**src/verilog/hcc_pkg.sv**
```systemverilog
/*
  Constants and types for the halt and cycle control block.
  Assumes one 250 MHz clock, synchronous active-low reset, no software registers.
*/
package hcc_pkg;
  // ----------------------------------------
  // Timing
  // ----------------------------------------
  localparam int unsigned CLK_PERIOD_PS   = 4000;
  localparam int unsigned MIN_CYCLE_NS    = 200;
  localparam int unsigned MIN_CYCLE_CLKS  = (MIN_CYCLE_NS * 1000 + CLK_PERIOD_PS - 1) / CLK_PERIOD_PS;
  localparam int unsigned MIN_QUARTER_CLKS = (MIN_CYCLE_CLKS + 3) / 4;
  localparam int unsigned OSC_PER_CYCLE   = 2;
  localparam int unsigned QCNT_W          = 8;
  localparam logic [QCNT_W-1:0] QUARTER_CLKS_DEF = QCNT_W'(MIN_QUARTER_CLKS);
  localparam logic [QCNT_W-1:0] QCNT_RST  = 8'h00;
  localparam int unsigned IO_W            = 8;
  localparam logic [IO_W-1:0] IO_RST      = 8'h00;

  // ----------------------------------------
  // Types
  // ----------------------------------------
  typedef enum logic [1:0] {
    HCC_Q1,
    HCC_Q2,
    HCC_Q3,
    HCC_Q4
  } hcc_quarter_t;
endpackage : hcc_pkg

```
**src/verilog/hcc_halt_cycle_control.sv**
```systemverilog
/*
  Halt and cycle control top: quarter sequencing, halt sampling, bus forcing.
  Assumes the core supplies raw strobe, bank and bus values; outputs are registered.
*/
`timescale 1ns/1ps
module hcc_halt_cycle_control (
  input  wire logic                     clk,
  input  wire logic                     rst_n,
  input  wire logic                     osc_input_a,
  input  wire logic                     osc_input_b,
  input  wire logic                     halt_n,
  input  wire logic                     core_select_cmd,
  input  wire logic                     core_write_cmd,
  input  wire logic                     core_left_bank_n,
  input  wire logic                     core_right_bank_n,
  input  wire logic [hcc_pkg::IO_W-1:0] core_io_out,
  input  wire logic                     core_io_drive,
  input  wire logic [hcc_pkg::IO_W-1:0] io_data_bus_i,
  output logic                          master_clk,
  output logic                          quarter_phase_one,
  output logic                          quarter_phase_two,
  output logic                          quarter_phase_three,
  output logic                          quarter_phase_four,
  output logic                          halted,
  output logic                          cycle_abort,
  output logic                          exec_enable,
  output logic                          select_command_strobe,
  output logic                          write_command_strobe,
  output logic                          left_bank_select_n,
  output logic                          right_bank_select_n,
  output logic [hcc_pkg::IO_W-1:0]      io_data_bus_o,
  output logic                          io_data_bus_oe,
  output logic [hcc_pkg::IO_W-1:0]      io_data_in
);
  // ----------------------------------------
  // Timing chain
  // ----------------------------------------
  logic                  half_tick;
  logic                  quarter_end;
  hcc_pkg::hcc_quarter_t quarter_r;
  logic                  osc_b_unused;

  // Second crystal pin is only the complement of the first
  assign osc_b_unused = osc_input_b;

  hcc_osc_div u_osc (
    .clk         (clk),
    .rst_n       (rst_n),
    .osc_input_a (osc_input_a),
    .half_tick   (half_tick)
  );

  hcc_quarter_gen u_qgen (
    .clk         (clk),
    .rst_n       (rst_n),
    .half_tick   (half_tick),
    .quarter_r   (quarter_r),
    .quarter_end (quarter_end)
  );

  // ----------------------------------------
  // Phase outputs and master clock
  // ----------------------------------------
  // Master clock is high in the fourth quarter; halt does not touch it
  always_ff @(posedge clk) begin
    if (!rst_n) begin
      quarter_phase_one   <= 1'b0;
      quarter_phase_two   <= 1'b0;
      quarter_phase_three <= 1'b0;
      quarter_phase_four  <= 1'b0;
      master_clk          <= 1'b0;
    end else begin
      quarter_phase_one   <= (quarter_r == hcc_pkg::HCC_Q1);
      quarter_phase_two   <= (quarter_r == hcc_pkg::HCC_Q2);
      quarter_phase_three <= (quarter_r == hcc_pkg::HCC_Q3);
      quarter_phase_four  <= (quarter_r == hcc_pkg::HCC_Q4);
      master_clk          <= (quarter_r == hcc_pkg::HCC_Q4);
    end
  end

  // ----------------------------------------
  // Halt sampling
  // ----------------------------------------
  logic sample_pt;
  logic halt_r;

  assign sample_pt = quarter_end && (quarter_r == hcc_pkg::HCC_Q1);

  // Reset holds the flag clear and skips sampling; core state is never reset here
  always_ff @(posedge clk) begin
    if (!rst_n) begin
      halt_r      <= 1'b0;
      cycle_abort <= 1'b0;
    end else begin
      cycle_abort <= sample_pt && !halt_n && !halt_r;
      if (sample_pt)
        halt_r <= !halt_n;
    end
  end

  always_ff @(posedge clk) begin
    if (!rst_n) begin
      halted      <= 1'b0;
      exec_enable <= 1'b0;
    end else begin
      halted      <= sample_pt ? !halt_n : halt_r;
      exec_enable <= !(sample_pt ? !halt_n : halt_r);
    end
  end

  // ----------------------------------------
  // Bus forcing
  // ----------------------------------------
  logic force_idle;

  // Forcing starts on the very sample edge so nothing of the aborted cycle leaks out
  assign force_idle = sample_pt ? !halt_n : halt_r;

  always_ff @(posedge clk) begin
    if (!rst_n || force_idle) begin
      select_command_strobe <= 1'b0;
      write_command_strobe  <= 1'b0;
    end else begin
      select_command_strobe <= core_select_cmd;
      write_command_strobe  <= core_write_cmd;
    end
  end

  // Bank decode relies on a stable instruction from program storage
  always_ff @(posedge clk) begin
    if (!rst_n || force_idle) begin
      left_bank_select_n  <= 1'b1;
      right_bank_select_n <= 1'b1;
    end else begin
      left_bank_select_n  <= core_left_bank_n;
      right_bank_select_n <= core_right_bank_n;
    end
  end

  // Drive only from the third quarter, after the input device has let go
  always_ff @(posedge clk) begin
    if (!rst_n || force_idle) begin
      io_data_bus_oe <= 1'b0;
      io_data_bus_o  <= hcc_pkg::IO_RST;
    end else begin
      io_data_bus_oe <= core_io_drive &&
                        (quarter_r == hcc_pkg::HCC_Q3 || quarter_r == hcc_pkg::HCC_Q4);
      io_data_bus_o  <= core_io_out;
    end
  end

  always_ff @(posedge clk) begin
    if (!rst_n)
      io_data_in <= hcc_pkg::IO_RST;
    else if (quarter_end && quarter_r == hcc_pkg::HCC_Q2)
      io_data_in <= io_data_bus_i;
  end
endmodule : hcc_halt_cycle_control

```
**src/verilog/hcc_osc_div.sv**
```systemverilog
/*
  Oscillator edge detector: turns osc_input_a into a one-clock tick per oscillator half period.
  Assumes osc_input_a is synchronous to clk.
*/
`timescale 1ns/1ps
module hcc_osc_div (
  input  wire logic clk,
  input  wire logic rst_n,
  input  wire logic osc_input_a,
  output logic      half_tick
);
  logic osc_prev_r;

  always_ff @(posedge clk) begin
    if (!rst_n) begin
      // Follow the pin level in reset so a high idle pin gives no false tick at release
      osc_prev_r <= osc_input_a;
      half_tick  <= 1'b0;
    end else begin
      osc_prev_r <= osc_input_a;
      half_tick  <= osc_input_a ^ osc_prev_r;
    end
  end
endmodule : hcc_osc_div

```
**src/verilog/hcc_quarter_gen.sv**
```systemverilog
/*
  Quarter phase generator: each oscillator half period is one quarter, so a cycle is two
  oscillator periods. A floor count keeps each quarter at least the minimum length.
  Assumes half_tick from the oscillator detector.
*/
`timescale 1ns/1ps
module hcc_quarter_gen (
  input  wire logic                 clk,
  input  wire logic                 rst_n,
  input  wire logic                 half_tick,
  output hcc_pkg::hcc_quarter_t     quarter_r,
  output logic                      quarter_end
);
  logic [hcc_pkg::QCNT_W-1:0] cnt_r;
  logic                       pend_r;
  logic                       adv;

  // A tick before the floor is held in pend_r; any other tick up to the advancing clock is dropped
  assign adv = (half_tick || pend_r) && (cnt_r >= hcc_pkg::QUARTER_CLKS_DEF - 8'h01);
  assign quarter_end = adv;

  always_ff @(posedge clk) begin
    if (!rst_n) begin
      cnt_r     <= hcc_pkg::QCNT_RST;
      pend_r    <= 1'b0;
      quarter_r <= hcc_pkg::HCC_Q1;
    end else if (adv) begin
      cnt_r     <= hcc_pkg::QCNT_RST;
      pend_r    <= 1'b0;
      quarter_r <= hcc_pkg::hcc_quarter_t'(quarter_r + 2'h1);
    end else begin
      if (cnt_r != 8'hff)
        cnt_r <= cnt_r + 8'h01;
      if (half_tick)
        pend_r <= 1'b1;
    end
  end
endmodule : hcc_quarter_gen

```
**config.mk**
```make
export PLATFORM = sky130hd
export DESIGN_NAME = hcc_halt_cycle_control
export DESIGN_NICKNAME = d
export VERILOG_FILES = /design/src/verilog/hcc_pkg.sv /design/src/verilog/hcc_halt_cycle_control.sv /design/src/verilog/hcc_osc_div.sv /design/src/verilog/hcc_quarter_gen.sv
export SDC_FILE = /design/constraint.sdc
export NUM_CORES = 1
export LEC_CHECK = 0
export BUFFER_PORTS_ARGS = -buffer_cell sky130_fd_sc_hd__buf_2
export CORE_MARGIN = 2
export CORE_UTILIZATION = 50
export CTS_BUF_LIST = sky130_fd_sc_hd__clkbuf_16
export CTS_CLUSTER_SIZE = 40
export DETAILED_ROUTE_END_ITERATION = 16
export GPL_TIMING_DRIVEN = 0
export PLACE_DENSITY = 0.82
export RECOVER_POWER = 50
export SLEW_MARGIN = 30
export SYNTH_ARGS = -nofsm -noshare
export SYNTH_HDL_FRONTEND = slang
export SYNTH_SLANG_ARGS = --single-unit
```
**constraint.sdc**
```tcl
create_clock -name clk -period 3 [get_ports clk]
set_clock_uncertainty 0.05 [all_clocks]
set_input_delay 0 -clock clk [delete_from_list [all_inputs] [get_ports clk]]
set_output_delay 0 -clock clk [all_outputs]
set_load 0.01 [all_outputs]
```
==> results of run 1 <==
## repair_timing
item,in CTS,in global routing
hold buffers,22,0
endpoints found under the hold margin,23,0
gates resized for setup,0,0
## cell usage after synthesis
cell / number
nand2_1: 48
dfxtp_1: 41
mux2i_1: 25
nor2_1: 8
a21oi_1: 7
and2_1: 7
ha_1: 6
nor3_1: 6
clkbuf_1: 5
inv_1: 4
and3_1: 3
and4_1: 3
nand3_1: 3
o21ai_0: 3
a31oi_1: 2
buf_1: 2
nand2b_1: 2
a211oi_1: 1
a21oi_2: 1
a21oi_4: 1
a22oi_1: 1
a311oi_1: 1
a31oi_2: 1
buf_4: 1
buf_6: 1
nand4_1: 1
nor2b_1: 1
nor3b_1: 1
nor4_4: 1
nor4bb_1: 1
o21a_1: 1
or2_2: 1
xor2_1: 1
## logic make-up after synthesis
logic type,Yosys count,share of synthesized area (%)
buffers and inverters,13,3.41
multiplexers,25,14.2
AO/OA/AOI/OAI,19,7.46
adder cells (fa/ha/maj),6,4.26
AND/OR/NAND/NOR,86,23.5
flip-flops,41,46.6
XOR/XNOR,1,0.498
## worst min-delay path, stage by stage
cell and delay (ns):
buf_2 0.10, o21a_1 0.11, nand2_1 0.06, mux2i_1 0.05
## metrics by stage
stage	cell area, sq um	setup WS [ns]	std cells
4_1_cts	2470	1.38	320
5_1_grt	2440	1.24	320
3_3_place_gp	2080	1.46	290
2_1_floorplan	1760	1.60	191
6_report	2440	1.30	320
3_5_place_dp	2080	1.42	290
## worst max-delay path by stage
stage	startpoint	to	slack (ns)	cells after the start
final	u_qgen.quarter_r[0]	io_data_bus_o[1]	1.30	6
after global routing	u_qgen.quarter_r[0]	io_data_bus_o[1]	1.24	6
after CTS	u_qgen.quarter_r[0]	left_bank_select_n	1.38	6
after detailed placement	u_qgen.cnt_r[2]	io_data_in[7]	1.42	3
after global placement	u_qgen.quarter_r[0]	exec_enable	1.46	6
after floorplan	u_qgen.quarter_r[0]	exec_enable	1.60	6
## routing by layer
metal / track usage [%] / vias up
li1: - / 813
met1: 25.5 / 716
met2: 38.7 / 53
met3: 5.54 / 5
met4: 9.78 / 0
met5: 0 / -
## registers in the layout, indices dropped and copies added (netlist names)
name and cells:
write_command_strobe 1, io_data_in 8, io_data_bus_oe 1, quarter_phase_three 1, quarter_phase_two 1, cycle_abort 1
u_osc.half_tick 1, u_qgen.cnt_r 8, exec_enable 1, left_bank_select_n 1, right_bank_select_n 1, u_osc.osc_prev_r 1
select_command_strobe 1, quarter_phase_four 1, quarter_phase_one 1, io_data_bus_o 8, u_qgen.pend_r 1, halted 1
u_qgen.quarter_r 2
## power groups by stage
stage | Clock (W) | Sequential (W) | Combinational [W]
floorplan | 0 | 0.000620 | 0.0000713
finish | 0.000611 | 0.000609 | 0.000147
global placement | 0 | 0.000618 | 0.000118
CTS | 0.000618 | 0.000607 | 0.000146
detailed placement | 0 | 0.000619 | 0.000122
global route | 0.000648 | 0.000613 | 0.000161
## cell type report
cell class / instances / share of cell area, %
Clock buffer: 5 / 5.14
Tap cell: 46 / 2.36
Inverter: 4 / 0.616
Buffer: 9 / 1.85
Sequential cell: 41 / 33.7
Timing Repair Buffer: 75 / 18.3
Clock inverter: 3 / 1.90
Multi-Input combinational cell: 137 / 36.1
==> results.cfg, run 1 <==
[critical_path]
endpoint_kind = flop
r2r_setup_slack_ns = 1.30
startpoint_type = flop
crit_path_cell_trace = inv_1 -> ha_1 -> o21ai_0 -> a21oi_4 -> buf_6 -> mux2i_1
cp_top_family = compound AO/OA/AOI/OAI gates
critPathRequiredTime_ns = 3.14
critPathArrivalTime_ns = 1.85
cp_slowest_stage_delay_ns = 0.34
critical_path_class = reg2reg
rr_startpoint = u_qgen.quarter_r[0]
cp_slowest_cell = dfxtp_1
critPathBufInv = 2
r2r_end = io_data_bus_o[1]
worstRegToRegCells = 6
crit_fanout = 10

[detailed_routing]
wl_per_cell_um = 13.1
wl_met3_um = 238
highest-signal-layer = met4
dr_wl_met2_um = 2020
vias = 1587
drt_iter0_markers = 114
routedLengthMet1_um = 1890
ant_nets = 0
firstDrtPassIters = 4
post_drt_via_cell_ratio = 4.96
drt-total-wl_um = 4210
drc = 0

[global_route]
antenna_found_initial = 0
overflow = 0
grt_usage_pct = 22.2
grt_pass1_vias = 1474
grt_pass1_wl_um = 6820
grt_max_degree = 15

[yosys]
synth_top_area_share_pct = 46.6
postSynthAreaPerCell_sq_um = 9.22
ys_seq_area_share_pct = 46.6
ys_ff_latch = 41
yosys-top-cells-area = dfxtp_1, mux2i_1, nand2_1, ha_1, and2_1
syn-cell-area_sq_um = 1760
synth_top_area_cell = dfxtp_1
synth_nets = 223
synthCells = 191
yosysUniqueCellTypes = 33
yosys_warnings = 0

[power]
p_int_w = 0.00104
power_w = 0.00137
switching_share_pct = 23.8
peakVddDrop_v = 0.000383
power_density_nw_per_um2 = 561
leakagePower_nw = 0.933
p_switching_w = 0.000325
pwr-share-comb_pct = 10.7
p_seq_share_pct = 44.6
p_clk_share_pct = 44.7

[sta]
slew_violations = 0
max_slew_margin_pct = 60.8
fmax_mhz = 587
hold_slack_ns = 0.0394
fin_setup_tns_ns = 0
worstMarginPinSlew_ns = 0.588
report.final.hold_viol_count = 0
setup_violations = 0
finalCritPeriodShare_pct = 56.8
period_needed_ns = 1.70
grt_setup_unrepaired = no

[clock_tree]
cts_tree = done
cts.clk_slew.worst_paths_ns = 0.06
cts_setup_buffers = 0
clk_latency_ns = 0.28
cts_root_buffer = clkbuf_16
cts.sinks = 41
cts_made_buffers = 5
clk_path_buf_depth = 2
cts_max_level = 2

[placement]
gp_congestion = 0.793
numPortBuffers = 53
hpwl_um = 2510

[min_path]
hold_path.startpoint = core_io_drive
worstHoldEndpoint = io_data_bus_oe
hold_depth = 4
min_path_type = in2reg

[finish]
final_cell_mix = nand2_1, dfxtp_1, clkbuf_1, mux2i_1
register_area_sq_um = 821
multi_input_area_sq_um = 880
num-fill-cells = 263
final_common_cell = nand2_1
antenna_cells = 0
fin_util_pct = 72.4
area_growth_syn_to_layout_pct = 38.4
drive_gt1_share_pct = 13.5
nets = 305

[die]
start_util_pct = 52.3
rows = 21
core_area_sq_um = 3360
die_w_um = 63.3
die_area_sq_um = 4010
io_pins = 55
die_h_um = 63.3

[flow_run]
max_cap_viol_count = 0

[status]
status = completed
Note: power is estimated with default switching activity, not from simulation.
==> inputs of run 2 (changes only) <==
==> constraint.sdc (replaced) <==
create_clock -name clk -period 1.6 [get_ports clk]
set_clock_uncertainty 0.05 [all_clocks]
set_input_delay 0 -clock clk [delete_from_list [all_inputs] [get_ports clk]]
set_output_delay 0 -clock clk [all_outputs]
set_load 0.01 [all_outputs]
==> run 2 against run 1 <==
Compared with the run above: via count is 2.0% higher; global-route usage hardly changed; routed wire length rose by 2.3%; final cell count increased by 0.94%; sequential power up 89%; largest cell class unchanged; setup slack worse by 1.2 ns; critical path depth did not move; clock-buffer cell count stayed put; utilization up 1.5 points; register-to-register slack got worse by 1.2 ns; worst hold slack lost 0.0028 ns; critical endpoint unchanged; first-iteration DRC count down 2.6%.
==> results.cfg, run 2 (synthesis results as in run 1) <==
[status]
status = completed

[finish]
final_cells = 323
area_growth_syn_to_layout_pct = 41.2
nets = 308
fin_util_pct = 73.9
final_common_cell = nand2_1
largest_registers = io_data_bus_o (8), io_data_in (8), u_qgen.cnt_r (8)
final_cell_mix = nand2_1, dfxtp_1, clkbuf_1, mux2i_1, buf_2
num-fill-cells = 253
register_area_sq_um = 821
final_area_sq_um = 2490
multi_input_area_sq_um = 890
antenna_cells = 0
drive_gt1_share_pct = 15.5

[clock_tree]
cts.clk_slew.worst_paths_ns = 0.06
cts_max_level = 2
cts_root_buffer = clkbuf_16
cts_tree = done
cts_made_buffers = 5
clk_latency_ns = 0.29
clk_path_buf_depth = 2
cts.sinks = 41

[critical_path]
rr_startpoint = u_qgen.quarter_r[0]
cp_slowest_stage_delay_ns = 0.34
critPathBufInv = 2
r2r_setup_slack_ns = 0.06
critPathArrivalTime_ns = 1.69
critPathRequiredTime_ns = 1.74
crit_start = u_qgen.quarter_r[0]
cp_top_family = flip-flops
critical_path_class = reg2reg
startpoint_type = flop
crit_path_cell_trace = inv_1 -> ha_1 -> o21ai_0 -> a21oi_4 -> buf_6 -> mux2i_1
cp_slowest_cell = dfxtp_1
endpoint_kind = flop
crit_fanout = 10

[placement]
gp_congestion = 0.793
hpwl_um = 2510
dp.cells = 290
post_dp_cell_area_sq_um = 2080
numPortBuffers = 53

[min_path]
hold_path.startpoint = core_io_drive
min_path_type = in2reg

[detailed_routing]
wl_per_cell_um = 13.3
post_drt_via_cell_ratio = 5.01
firstDrtPassIters = 4
vias = 1619
drt-total-wl_um = 4300
drt_iter0_markers = 111
drc = 0
ant_nets = 0

[global_route]
antenna_found_initial = 0
grt_max_degree = 15
grt_usage_pct = 22.2
grt_pass1_vias = 1480
overflow = 0
grt_pass1_wl_um = 6840

[sta]
worstMarginPinSlew_ns = 0.486
setup_violations = 0
fmax_mhz = 648
finalCritPeriodShare_pct = 96.5
slew_violations = 0
max_slew_margin_pct = 67.5
period_needed_ns = 1.54
grt_setup_unrepaired = no
report.final.hold_viol_count = 0
fin_setup_tns_ns = 0

[power]
leakagePower_nw = 0.955
peakVddDrop_v = 0.000689
power_density_nw_per_um2 = 1040

[die]
rows = 21
die_area_sq_um = 4010
die_w_um = 63.3
start_util_pct = 52.3
die_h_um = 63.3
io_pins = 55
core_area_sq_um = 3360

[flow_run]
max_cap_viol_count = 0
-- run 2: stage by stage --
stage / hold slack [ns] / worst slack [ns] / power (W)
detailed placement: 0.0798 / 0.0205 / 0.00139
floorplan: -0.0223 / 0.204 / 0.00130
finish: 0.0366 / 0.0565 / 0.00258
global placement: 0.0790 / 0.0603 / 0.00138
global route: 0.0578 / 0.00257 / 0.00267
CTS: 0.0317 / 0.00826 / 0.00257
-- run 2: path summary, 6_finish.rpt --
check / depth (start not counted) / endpoint
hold / removal: 4 / io_data_bus_oe
setup / recovery: 6 / io_data_bus_o[1]
setup reg to reg: 6 / io_data_bus_o[1]
hold reg to reg: 2 / io_data_in[1]
-- run 2: where the power goes --
| part | switching, W | leakage [nW] | total, W | internal (W) |
|---|---|---|---|---|
| Clock | 0.000413 | 0.0800 | 0.00115 | 0.000738 |
| Sequential | 0.0000647 | 0.336 | 0.00115 | 0.00108 |
| Combinational | 0.000145 | 0.539 | 0.000281 | 0.000135 |
-- run 2: layout make-up --
class | instances | area share, %
timing repair buffer | 79 | 19.7
clock inverter | 3 | 1.86
tap | 46 | 2.32
clock buffer | 5 | 5.03
multi-input combinational | 137 | 35.8
buffer | 8 | 1.66
sequential | 41 | 33.0
inverter | 4 | 0.604
-- run 2: routing by layer --
layer / vias up / global-route usage [%] / share of wire [%]
met3: 7 / 5.54 / 6.2
met2: 64 / 38.9 / 48
met4: 0 / 9.78 / 1.9
li1: 814 / - / -
met5: - / 0 / 0
met1: 734 / 25.3 / 44
-- run 2: tightest hold or removal path, cell delays in order --
cell and delay, ns:
buf_2 0.10, o21a_1 0.11, nand2_1 0.06, mux2i_1 0.05
-- run 2: repair_timing --
item                                    4_1_cts  5_1_grt
hold endpoints to repair                     23        0
resized for setup                             0        2
pin swaps                                     0        2
hold buffers                                 22        0
setup buffers                                 1        3
endpoints found under the setup margin        6       15
==> inputs of run 3 (changes only) <==
--- a/config.mk
+++ b/config.mk
@@ -11,10 +11,11 @@
 export CTS_BUF_LIST = sky130_fd_sc_hd__clkbuf_16
 export CTS_CLUSTER_SIZE = 40
 export DETAILED_ROUTE_END_ITERATION = 16
-export GPL_TIMING_DRIVEN = 0
+export GPL_TIMING_DRIVEN = 1
 export PLACE_DENSITY = 0.82
 export RECOVER_POWER = 50
 export SLEW_MARGIN = 30
 export SYNTH_ARGS = -nofsm -noshare
 export SYNTH_HDL_FRONTEND = slang
+export SYNTH_HIERARCHICAL = 1
 export SYNTH_SLANG_ARGS = --single-unit
==> run 3 against run 2 <==
Compared with the run above: setup slack improved by 0.012 ns; critical path depth decreased by 2; combinational power increased by 14%; first-iteration DRC count decreased by 18%; worst hold slack improved by 0.028 ns; via count increased by 0.56%; final cell count decreased by 5.6%; critical path type unchanged; highest routed layer unchanged.
==> results.cfg, run 3 <==
[placement]
gp_congestion = 0.706
hpwl_um = 2540
numPortBuffers = 53

[clock_tree]
clk_latency_ns = 0.28
cts_root_buffer = clkbuf_16
cts_tree = done
cts_made_buffers = 5
cts_setup_buffers = 0
cts.sinks = 41
cts.clk_slew.worst_paths_ns = 0.06
cts_max_level = 2
clk_path_buf_depth = 2

[finish]
fin_util_pct = 72.7
drive_gt1_share_pct = 19.3
antenna_cells = 0
final_cell_mix = dfxtp_1, clkbuf_1, mux2i_1, buf_2
area_growth_syn_to_layout_pct = 37.4
final_common_cell = dfxtp_1
largest_registers = io_data_bus_o (8), io_data_in (8), u_qgen/cnt_r (8)
nets = 286

[die]
die_area_sq_um = 4080
io_pins = 55
core_area_sq_um = 3390
start_util_pct = 52.9
rows = 21
die_h_um = 63.9
die_w_um = 63.9

[critical_path]
endpoint_kind = flop
rr_startpoint = u_qgen/cnt_r[0]
critical_path_class = reg2reg
r2r_end = u_qgen/cnt_r[3]
critPathRequiredTime_ns = 1.74
startpoint_type = flop
r2r_setup_slack_ns = 0.07
crit_fanout = 7
crit_path_cell_trace = ha_1 -> and3_1 -> nand3_2 -> a211oi_1
worstRegToRegCells = 4
cp_slowest_stage_delay_ns = 0.40
cp_slowest_cell = dfxtp_1
critPathArrivalTime_ns = 1.67

[sta]
grt_setup_unrepaired = no
slew_violations = 0
max_slew_margin_pct = 70.9
worstMarginPinSlew_ns = 0.436
finalCritPeriodShare_pct = 95.7
report.final.hold_viol_count = 0
fmax_mhz = 653
setup_violations = 0
fin_setup_tns_ns = 0
period_needed_ns = 1.53

[yosys]
yosys_warnings = 6
synth-main-ff-cell = dfxtp_1
synth_commonest_cells = dfxtp_1, mux2i_1, nand2_1
ys_seq_area_share_pct = 45.8
yosysMostFrequentCell = dfxtp_1
synth_nets = 208
ys_async_sr_fraction_pct = 0
synth-simple-area-share_pct = 26.0
yosys-top-cells-area = dfxtp_1, mux2i_1, nand2_1, nand3b_1, nand3_1
ys_ff_latch = 41
synth_top_area_share_pct = 45.8
synth_top_area_cell = dfxtp_1
synth-compound-area-share_pct = 7.96
post_synth_xor_area_fraction_pct = 0.488
yosysUniqueCellTypes = 35
synth_top_family_by_area = simple AND/OR/NAND/NOR gates
synth_edf_count = 0
postSynthAreaPerCell_sq_um = 9.96
synthCells = 180
syn-cell-area_sq_um = 1790
muxShareOfSynthArea_pct = 13.4
synthAdderAreaFrac_pct = 1.40

[detailed_routing]
ant_nets = 0
drt-total-wl_um = 4200
wl_per_cell_um = 13.8
drc = 0
firstDrtPassIters = 4
vias = 1628
drt_iter0_markers = 91
post_drt_via_cell_ratio = 5.34

[global_route]
grtUsageMet3_pct = 7.22
grt_max_degree = 36
grt_pass1_vias = 1524
busiest_layer = met2
grt_use_met1_pct = 24.2
overflow = 0
grt_pass1_wl_um = 6760
grt_usage_pct = 21.1
use_met2_pct = 34.2
antenna_found_initial = 0

[power]
power_density_nw_per_um2 = 1030
peakVddDrop_v = 0.000696
leakagePower_nw = 0.951

[status]
status = completed

[min_path]
worstHoldEndpoint = io_data_bus_o[0]
hold_path.startpoint = halt_n
min_path_type = in2reg
hold_depth = 3

[flow_run]
max_cap_viol_count = 0
==> run 3: worst max path at each step <==
stage	start	slack [ns]	end	cells past startpoint
after floorplan	u_qgen/cnt_r[7]	0.03	io_data_bus_o[0]	5
after global placement	u_qgen/cnt_r[3]	0.14	io_data_bus_o[4]	5
after detailed placement	u_qgen/cnt_r[3]	0.1	io_data_bus_o[2]	5
after CTS	u_qgen/cnt_r[3]	0.07	io_data_in[4]	4
after global routing	u_qgen/cnt_r[0]	0.0003	u_qgen/cnt_r[6]	4
final	u_qgen/cnt_r[0]	0.07	u_qgen/cnt_r[3]	4
==> run 3: metrics by stage <==
| stage | worst slack, ns | hold WS [ns] | power, W | area (sq um) | instances |
|---|---|---|---|---|---|
| global route | 0.000274 | 0.0855 | 0.00262 | 2460 | 305 |
| global placement | 0.140 | 0.0764 | 0.00140 | 2110 | 275 |
| detailed placement | 0.0960 | 0.0798 | 0.00141 | 2110 | 275 |
| CTS | 0.0715 | 0.0656 | 0.00255 | 2500 | 305 |
| floorplan | 0.0301 | -0.0223 | 0.00129 | 1800 | 180 |
| finish | 0.0681 | 0.0643 | 0.00254 | 2460 | 305 |
==> run 3: final cells by class <==
type	instances	area, sq um
clock buffers	5	125
flip-flops and latches	41	822
clock inverters	3	37.5
repair buffers	83	522
multi-input cells	124	888
well taps	46	57.6
inverters	3	11.3
fillers	243	926
==> run 3: logic make-up after synthesis <==
group | count (synthesis)
compound gates | 18
xor+xnor | 1
fa+ha+maj | 2
buf+inv | 15
flops | 41
mux | 24
simple gates | 79
==> run 3: metal layers <==
layer  vias to the layer above  part of all wire, %
li1                        789                    -
met1                       755                   43
met2                        68                   47
met3                        16                  6.5
met4                         0                  3.6
met5                         -                    0
==> run 3: worst max-delay path: cells and delay by family, from the launching register on <==
kind,cells,cell delay [ns]
AND/OR/NAND/NOR,2,0.51
flip-flops,1,0.40
AO/OA/AOI/OAI,1,0.25
adder cells (fa/ha/maj),1,0.23
==> run 3: power breakdown <==
part	total (W)	leakage [nW]	switching, W	internal, W
combinational	0.000320	0.531	0.000157	0.000163
clock	0.00110	0.0826	0.000381	0.000724
sequential	0.00112	0.337	0.0000359	0.00108
==> run 3: repair_timing <==
item	4_1_cts	5_1_grt
hold buffers	22	0
endpoints found under the setup margin	0	6
hold endpoints to repair	22	0
resized for setup	0	2
